--- config.mk ---
export PLATFORM = sky130hd
export DESIGN_NAME = pmi_ctrl
export DESIGN_NICKNAME = d
export VERILOG_FILES = /design/src/core/pmi_pkg.sv /design/src/core/pmi_stack.sv /design/src/core/pmi_ctrl.sv
export SDC_FILE = /design/constraint.sdc
export NUM_CORES = 1
export LEC_CHECK = 0
export BUFFER_PORTS_ARGS = -buffer_cell sky130_fd_sc_hd__buf_2
export CAP_MARGIN = 20
export CORE_MARGIN = 10
export CORE_UTILIZATION = 40
export CTS_CLUSTER_DIAMETER = 60
export DETAILED_ROUTE_END_ITERATION = 10
export HOLD_SLACK_MARGIN = 0.06
export PLACE_DENSITY_LB_ADDON = 0.12
export SLEW_MARGIN = 30
export SYNTH_ARGS = -nofsm -noshare
export SYNTH_HDL_FRONTEND = slang
export SYNTH_SLANG_ARGS = --single-unit
--- constraint.sdc ---
create_clock -name REF_CLK -period 2.4 [get_ports REF_CLK]
set_clock_uncertainty 0.2 [all_clocks]
set_input_delay 0.24 -clock REF_CLK [delete_from_list [all_inputs] [get_ports REF_CLK]]
set_output_delay 0.24 -clock REF_CLK [all_outputs]
set_load 0.005 [all_outputs]
--- src/core/pmi_pkg.sv ---
// Purpose: constants for the pulse match interrupt and wake-up block
// Assumes: one clock REF_CLK at 40 MHz, synchronous active-high reset
// Notes:   no register bus; every control and status bit is a port
package pmi_pkg;
    localparam int unsigned PC_W        = 13;
    localparam int unsigned STACK_DEPTH = 8;
    localparam int unsigned SP_W        = 4;
    localparam int unsigned GRP_N       = 4;
    localparam logic [PC_W-1:0] VECTOR_ADDR = 13'h0_010;
    localparam logic [SP_W-1:0] SP_EMPTY    = 4'h0;
    localparam logic [SP_W-1:0] SP_FULL     = 4'h8;
    localparam logic [SP_W-1:0] SP_ONE      = 4'h1;
    localparam logic [PC_W-1:0] PC_RESET    = 13'h0_000;
    typedef enum logic [1:0] {PMI_RUN, PMI_LOW_POWER} pmi_mode_e;
endpackage

--- src/core/pmi_stack.sv ---
`timescale 1ns/1ps
// Purpose: return-address stack for the interrupt entry
// Assumes: push and pop never both asserted in one cycle
// Notes:   push on full and pop on empty are ignored
module pmi_stack
    import pmi_pkg::*;
(
    input  wire logic            clk,
    input  wire logic            srst,
    input  wire logic            push,
    input  wire logic            pop,
    input  wire logic [PC_W-1:0] push_data,
    output logic      [PC_W-1:0] top_data,
    output logic                 full,
    output logic                 empty
);
    logic [PC_W-1:0] mem_q [STACK_DEPTH];
    logic [PC_W-1:0] mem_d [STACK_DEPTH];
    logic [SP_W-1:0] sp_q;
    logic [SP_W-1:0] sp_d;

    assign full  = (sp_q == SP_FULL);
    assign empty = (sp_q == SP_EMPTY);

    always_comb begin
        sp_d = sp_q;
        for (int i = 0; i < STACK_DEPTH; i++) begin
            mem_d[i] = mem_q[i];
        end
        if (push && !full) begin
            mem_d[sp_q[SP_W-2:0]] = push_data;
            sp_d = sp_q + SP_ONE;
        end else if (pop && !empty) begin
            sp_d = sp_q - SP_ONE;
        end
    end

    always_ff @(posedge clk) begin
        if (srst) begin
            sp_q <= SP_EMPTY;
        end else begin
            sp_q <= sp_d;
        end
    end

    generate
        for (genvar g = 0; g < STACK_DEPTH; g++) begin : g_mem
            always_ff @(posedge clk) begin
                if (srst) begin
                    mem_q[g] <= PC_RESET;
                end else begin
                    mem_q[g] <= mem_d[g];
                end
            end
        end
    endgenerate

    always_comb begin
        top_data = PC_RESET;
        if (!empty) begin
            top_data = mem_q[3'(sp_q - SP_ONE)];
        end
    end
endmodule // pmi_stack

--- src/core/pmi_ctrl.sv ---
`timescale 1ns/1ps
// Purpose: match-done source, combined request, vectoring, wake and return
// Assumes: cpu pulses the op strobes once per op and flags instruction ends
// Notes:   wake works with no oscillator only in silicon; here it is clocked
module pmi_ctrl
    import pmi_pkg::*;
(
    input  wire logic             REF_CLK,
    input  wire logic             SRST,
    input  wire logic             MATCH_C_DONE,
    input  wire logic             MATCH_D_DONE,
    input  wire logic [GRP_N-2:0] OTHER_SRC_SET,
    input  wire logic             MATCH_DONE_ENABLE,
    input  wire logic             COMBINED_ENABLE,
    input  wire logic             MATCH_FLAG_SW_SET,
    input  wire logic             MATCH_FLAG_SW_CLR,
    input  wire logic             GLOBAL_EN_SW_SET,
    input  wire logic             GLOBAL_EN_SW_CLR,
    input  wire logic             COMBINED_FLAG_SW_CLR,
    input  wire logic             INSTR_BOUNDARY,
    input  wire logic [PC_W-1:0]  RETURN_PC,
    input  wire logic             RETURN_FROM_IRQ_OP,
    input  wire logic             PLAIN_RETURN_OP,
    input  wire logic             ENTER_LOW_POWER,
    output logic                  MATCH_DONE_FLAG,
    output logic                  COMBINED_IRQ_FLAG,
    output logic                  GLOBAL_IRQ_ENABLE,
    output logic                  VECTOR_CALL,
    output logic      [PC_W-1:0]  NEXT_PC,
    output logic                  NEXT_PC_VALID,
    output logic                  LOW_POWER,
    output logic                  WAKE_UP,
    output logic                  STACK_FULL
);
    // ------------------------------------------------------------
    // state
    // ------------------------------------------------------------
    logic            match_q, match_d;
    logic            comb_q, comb_d;
    logic            gie_q, gie_d;
    logic            wake_q, wake_d;
    logic            vcall_q, vcall_d;
    logic            npv_q, npv_d;
    logic [PC_W-1:0] npc_q, npc_d;
    pmi_mode_e       mode_q, mode_d;
    logic            match_rise;
    logic            comb_rise;
    logic            take;
    logic            any_ret;
    logic            st_full;
    logic            st_empty;
    logic [PC_W-1:0] st_top;

    pmi_stack u_stack (
        .clk       (REF_CLK),
        .srst      (SRST),
        .push      (take),
        .pop       (any_ret),
        .push_data (RETURN_PC),
        .top_data  (st_top),
        .full      (st_full),
        .empty     (st_empty)
    );

    // ------------------------------------------------------------
    // flags and vectoring
    // ------------------------------------------------------------
    // only the pc goes on the stack; cpu saves the rest in software
    assign take = INSTR_BOUNDARY && gie_q && MATCH_DONE_ENABLE
                  && COMBINED_ENABLE && comb_q && match_q && !st_full;
    assign any_ret = (RETURN_FROM_IRQ_OP || PLAIN_RETURN_OP) && !st_empty;

    always_comb begin
        match_d = match_q;
        if (MATCH_FLAG_SW_CLR) begin
            match_d = 1'b0;
        end
        // set wins over a clear in the same cycle; service never clears
        if (MATCH_C_DONE || MATCH_D_DONE || MATCH_FLAG_SW_SET) begin
            match_d = 1'b1;
        end
        match_rise = match_d && !match_q;
        comb_d = comb_q;
        if (COMBINED_FLAG_SW_CLR || take) begin
            comb_d = 1'b0;
        end
        if (match_rise || (|OTHER_SRC_SET)) begin
            comb_d = 1'b1;
        end
        comb_rise = comb_d && !comb_q;
        gie_d = gie_q;
        if (GLOBAL_EN_SW_CLR || take) begin
            gie_d = 1'b0;
        end
        if (GLOBAL_EN_SW_SET || (RETURN_FROM_IRQ_OP && any_ret)) begin
            gie_d = 1'b1;
        end
        // plain return leaves gie_d alone
        vcall_d = take;
        npv_d   = take || any_ret;
        npc_d   = npc_q;
        if (take) begin
            npc_d = VECTOR_ADDR;
        end else if (any_ret) begin
            npc_d = st_top;
        end
    end

    // ------------------------------------------------------------
    // low power and wake
    // ------------------------------------------------------------
    // a flag already high cannot rise, so it cannot wake us
    always_comb begin
        mode_d = mode_q;
        wake_d = 1'b0;
        case (mode_q)
            PMI_RUN: begin
                if (ENTER_LOW_POWER) begin
                    mode_d = PMI_LOW_POWER;
                end
            end
            PMI_LOW_POWER: begin
                if (match_rise || comb_rise) begin
                    mode_d = PMI_RUN;
                    wake_d = 1'b1;
                end
            end
            default: begin
                mode_d = PMI_RUN;
            end
        endcase
    end

    always_ff @(posedge REF_CLK) begin
        if (SRST) begin
            match_q <= 1'b0;
            comb_q  <= 1'b0;
            gie_q   <= 1'b0;
            wake_q  <= 1'b0;
            vcall_q <= 1'b0;
            npv_q   <= 1'b0;
            npc_q   <= PC_RESET;
            mode_q  <= PMI_RUN;
        end else begin
            match_q <= match_d;
            comb_q  <= comb_d;
            gie_q   <= gie_d;
            wake_q  <= wake_d;
            vcall_q <= vcall_d;
            npv_q   <= npv_d;
            npc_q   <= npc_d;
            mode_q  <= mode_d;
        end
    end

    assign MATCH_DONE_FLAG   = match_q;
    assign COMBINED_IRQ_FLAG = comb_q;
    assign GLOBAL_IRQ_ENABLE = gie_q;
    assign VECTOR_CALL       = vcall_q;
    assign NEXT_PC           = npc_q;
    assign NEXT_PC_VALID     = npv_q;
    assign LOW_POWER         = (mode_q == PMI_LOW_POWER);
    assign WAKE_UP           = wake_q;
    assign STACK_FULL        = st_full;
endmodule // pmi_ctrl

Yosys cells after proc, flatten, opt, wreduce, memory -nomap -nowiden
Memories as Yosys holds them, arrays and structs flattened.
Index checks and enable logic that the tools add are counted.
{ "totals": {"reg_bits": 25, "ram_bits": 104, "in_bits": 31, "out_inout_bits": 21, "elab_cells": 94, "memories": 1} }
{ "mem_list": {"columns": ["name", "depth", "word_bits", "read_ports", "rd_clocked_by_memory_dff", "wr", "line", "rtl"], "rows": [
  ["u_stack.mem_q", 8, 13, 9, 0, 8, "pmi_stack.sv:17", "logic [PC_W-1:0] mem_q [STACK_DEPTH];"]
]} }
{ "op_classes": {"add_sub_neg": 2, "n_lt_le_gt_ge": 2, "eq_ne": 4, "muxes": 30, "bitwise": 10, "reduce_logical": 35} }
{ "ops": {"columns": ["cell", "count"], "rows": [
  ["13-bit 2-to-1 mux", 10],
  ["104-bit bitwise mux", 1],
  ["104-bit 2-to-1 mux", 1],
  ["13-bit demux with 3-bit select", 1],
  ["1-bit logical AND", 13],
  ["1-bit 2-to-1 mux", 10],
  ["5-bit 2-to-1 mux", 2],
  ["1-bit logical OR", 9],
  ["4-bit 2-to-1 mux", 2],
  ["1-bit bitwise OR", 8],
  ["2-bit nonzero test", 3],
  ["4-bit by 1-bit adder with 4-bit output (second input constant)", 1],
  ["4-bit == test (second input constant)", 1],
  ["4-bit greater-or-equal comparator (second input constant)", 1],
  ["1-bit zero test", 4],
  ["4-bit zero test", 1],
  ["4-bit by 1-bit less-than comparator with 1-bit output (second input constant)", 1],
  ["2-bit 2-to-1 mux", 2],
  ["3-bit NOT with 4-bit output", 1],
  ["2-bit case mux with 2 select lines", 1],
  ["2-bit OR reduction", 2],
  ["4-bit by 1-bit subtractor with 4-bit output (second input constant)", 1],
  ["3-bit OR reduction", 1],
  ["2-bit by 1-bit == test with 1-bit output (second input constant)", 1],
  ["other kinds (5)", 5]
]} }

Depth between registers and ports, before layout
{ "depth": {"word_depth": 13, "depth_mapped": 10, "mapped_depth_nobuf": 6} }

Hierarchy
A second synthesis with hierarchy kept.
{ "hier_totals": {"cells_unflattened": 628, "hier_area_um2": 5740.5} }
{ "by_module_without_submodules": {"columns": ["mod", "instances", "cells_per_inst", "area_per_inst_um2", "seq_area_each_um2"], "rows": [
  ["pmi_stack", 1, 538, 4942.2, 2162.1],
  ["pmi_ctrl", 1, 90, 798.3, 400.4]
]} }

Least setup slack after synthesis
Ideal clock, no wire load.
{ "synth_timing": {"path_type": "reg-to-reg", "start": "register u_stack.sp_q[0]", "end": "register u_stack.sp_q[2]", "setup_time_ps": 121, "arrival_time_ps": 2362, "required_ps": 2079, "slack_ps": -283, "path_stages_with_launch": 11, "n_path_buf": 4, "period_less_slack_ps": 2683, "cell_sequence": "dfxtp_1 buf_2 buf_2 inv_1 ha_1 and3b_1 or3_1 buf_2 buf_2 a31oi_1 mux2_2"} }
{ "synth_via": {"elab_chain_cells": 5} }
{ "synth_lines": {"columns": ["item", "line", "rtl"], "rows": [
  ["from (decl)", "pmi_stack.sv:19", "logic [SP_W-1:0] sp_q;"],
  ["from (signal assigned)", "pmi_stack.sv:42", "sp_q <= sp_d;"],
  ["4-bit == test (*)", "pmi_stack.sv:22", "assign full = (sp_q == SP_FULL);"],
  ["net STACK_FULL", "pmi_ctrl.sv:33", "output logic STACK_FULL"],
  ["1-bit zero test (*)", "pmi_stack.sv:30, pmi_ctrl.sv:70", null],
  ["1-bit logical AND", "pmi_ctrl.sv:70", "&& COMBINED_ENABLE && comb_q && match_q && !st_full;"],
  ["1-bit logical AND (*)", "pmi_stack.sv:30", "if (push && !full) begin"],
  ["4-bit 2-to-1 mux or 2-bit nonzero test (tied branches)", null, null]
]} }
The timed path passes the listed nets; every way through them passes the cells marked *. The select of a mux whose other input is x is not followed.
A chain may end at the register's enable or synchronous reset.

==> impl_metrics.tcl <==
set metrics [dict create \
    synthAdderAreaFrac 0.006596 \
    worstSetupPathType "reg2reg" \
    synthFlopType "dfxtp_1" \
    max_cap_violations 0 \
    cts_sinks 128 \
    grt_pass1_wl_mm 22.76 \
    reg2regPathDepth 7 \
    status "complete, no violations" \
    synth_largest_area_cell "dfxtp_1" \
    yosysWarnings 0 \
    grt_max_degree 52 \
    stdcell_area_um2 7147 \
    rsz0062_at_grt "false" \
    setup_tns_ps 0 \
    ant_nets 0 \
    finalSetupViolations 0 \
    max_stage_delay_ps 520 \
    cts_root_buf "clkbuf_16" \
    synth_compound_area_frac 0.03210 \
    numPortBuffers 51 \
    cts_tree "built" \
    finalWirelength_mm 13.80 \
    crit_required_ps 2500 \
    drive_gt1_frac 0.2386 \
    clockBufferDepth 2 \
    diodes 0 \
    ios 52 \
    areaGrowthSynthToFinish_pct 25.59 \
    start_util 0.4084 \
    nets 637 \
    synth_seq_area_share 0.4503 \
    clock_latency_ps 410 \
    p_leak_uw 0.003269 \
    r2r_slack_ps 110 \
    startpoint "u_stack.sp_q[0]" \
    critical_path_peak_fanout 10 \
    syn_nets 550 \
    reg2reg_to "u_stack.mem_q[3][6]" \
    worstPathCellList "inv_2 > ha_2 > and3b_1 > or3_1 > or3_1 > buf_4 > mux2i_1" \
    yosys.area_share.simple 0.1607 \
    die_y_um 139.3 \
    r2r-start "u_stack.sp_q[0]" \
    period_minus_slack_ps 2293 \
    antenna_found_initial 0 \
    grt_pass1_vias 4170 \
    vdd_ir_drop_max_uv 550.7 \
    async_reset_ff_frac 0 \
    ctsHoldBuffers 23 \
    crit_arrival_ps 2390 \
    placed_area_um2 6294 \
    hold_class "in2reg" \
    fin_crit_sh 0.9554 \
    via_per_inst 5.064 \
    vias 4031 \
    synth_edf_count 0 \
    hold_start "SRST" \
    ys_seq_elements 128 \
    fmax_mhz 436.1 \
    h-tree-depth 4 \
    synth_top_area_frac 0.4503 \
    cp-endpoint "u_stack.mem_q[3][6]" \
    cts_buffers 17 \
    clk_pin_slew_ps 60 \
    synth_area_leaders "dfxtp_1 (45%), mux2i_1 (21%), mux4_2 (10%)" \
    yosys.area_share.xor_xnor 0.001539 \
    core_um2 13930 \
    hpwl_mm 9.360 \
    syn_avg_cell_area_um2 11.03 \
    grtUsageTotal 0.1460 \
    relSlewSlack 0.6675 \
    hold_viol_final 0 \
    worst_slew_pin_slew_ps 498.7 \
    power_density_nw_per_um2 946.0 \
    place_congestion 0.7855 \
    slew_viol_final 0 \
    die-area_um2 19400 \
    fp-row-count 43 \
    cts_setup_buffers 0 \
    synth_mux_area_frac 0.3164 \
    hold_path_depth 2 \
    firstDrtPassIters 4 \
    fillers 1262 \
    grt_overflow 0 \
    cpMostUsedCell "or3_1" \
    drtIter0Drc 191 \
    cts.repair.resized 0 \
    synth_top_family_by_area "multiplexers" \
    dieWidth_um 139.3 \
    syn-instance-count 516 \
    netlist-cell-type-count 39 \
    cp-start-kind "flip-flop" \
    drc 0 \
    avgRoutedWirePerCell_um 17.34 \
    worstSetupEndpointType "flip-flop" \
    synth_area_um2 5690 \
    cpMaxStageDelayCell "or3_1" \
]
## through the flow
step           total power (uW)  hold slack [ps]  instances    util  worst slack, ps
3_3_place_gp               4071            242.4        741  0.4516            151.9
6_report                   6761            70.32        796  0.5129            106.9
4_1_cts                    6846            63.70        796  0.5129            111.2
3_5_place_dp               4087            265.1        741  0.4516            124.5
5_1_grt                    7089            97.05        796  0.5129            27.48
2_1_floorplan              3456            156.4        516       -            15.88
## cell usage after synthesis (4+ instances only)
master      n
buf_4       4
dfxtp_1   128
mux2i_1   118
nand4_1     4
a211oi_1   12
nand2b_1   68
nor2_1     72
a21oi_1     7
clkbuf_1   16
buf_2      11
mux4_2     26
inv_1       5
## cell usage in the layout, fill, tap and decap left out, drive strengths merged
cell type and count:
nor3b 1, o21ai 1, mux4 26, nor3 4, buf 80, nand2b 68, or3 2, o22ai 1
mux2 3, nor4 2, a211oi 12, dfxtp 128, a21oi 7, dlygate4sd3 23, xor2 1, o32ai 1
ha 3, clkinvlp 2, and2 1, a21o 1, nor2 72, nand3b 3, nand2 2, clkbuf 22
clkinv 5, o221ai 1, nor4b 1, or2 1, nand3 2, and4 1, inv 5, nor2b 3
bufinv 4, a31oi 2, mux2i 118, and3b 2, nand4 4, a41oi 1
## state kept, by name, indices dropped and copies added (netlist names)
register           flops
u_stack.sp_q           4
COMBINED_IRQ_FLAG      1
mode_q                 1
NEXT_PC_VALID          1
WAKE_UP                1
VECTOR_CALL            1
GLOBAL_IRQ_ENABLE      1
NEXT_PC               13
u_stack.mem_q        104
MATCH_DONE_FLAG        1
## cell families after synthesis
family          after synthesis
buf+inv                      41
fa+ha+maj                     3
flops                       128
compound gates               27
simple gates                169
xor+xnor                      1
mux                         147
## power breakdown
group	leakage, uW	internal (uW)	switching (uW)
Combinational	0.00193	779	954
Clock	0.000300	1790	918
Sequential	0.00104	2250	69.8
## cell type report
class | instances | area (um2) | share of cell area
tap | 180 | 225.2 | 0.03151
multi-input combinational | 347 | 2957 | 0.4137
timing repair buffer | 103 | 755.7 | 0.1057
inverter | 6 | 22.52 | 0.003151
clock inverter | 10 | 158.9 | 0.02223
sequential | 128 | 2564 | 0.3587
clock buffer | 22 | 464.2 | 0.06495
## metal layers
layer / wire length, um / global-route usage
met4: 95 / 0.04338
met3: 669 / 0.04900
met5: 0 / 0
met1: 6614 / 0.1923
met2: 6423 / 0.2213
## worst min-delay path by stage
stage	endpoint	slack [ps]
after CTS	COMBINED_IRQ_FLAG	60
final	u_stack.mem_q[7][1]	70
after detailed placement	u_stack.mem_q[0][6]	270
after floorplan	GLOBAL_IRQ_ENABLE	160
after global routing	u_stack.mem_q[4][0]	100
after global placement	GLOBAL_IRQ_ENABLE	240
## critical path, delay by kind of cell, from the launching register on
kind | cells | cell delay [ps]
fa+ha+maj | 1 | 170
buf+inv | 2 | 250
mux | 1 | 130
simple gates | 3 | 1070
flops | 1 | 350
Power figures use the tool's default switching activity.
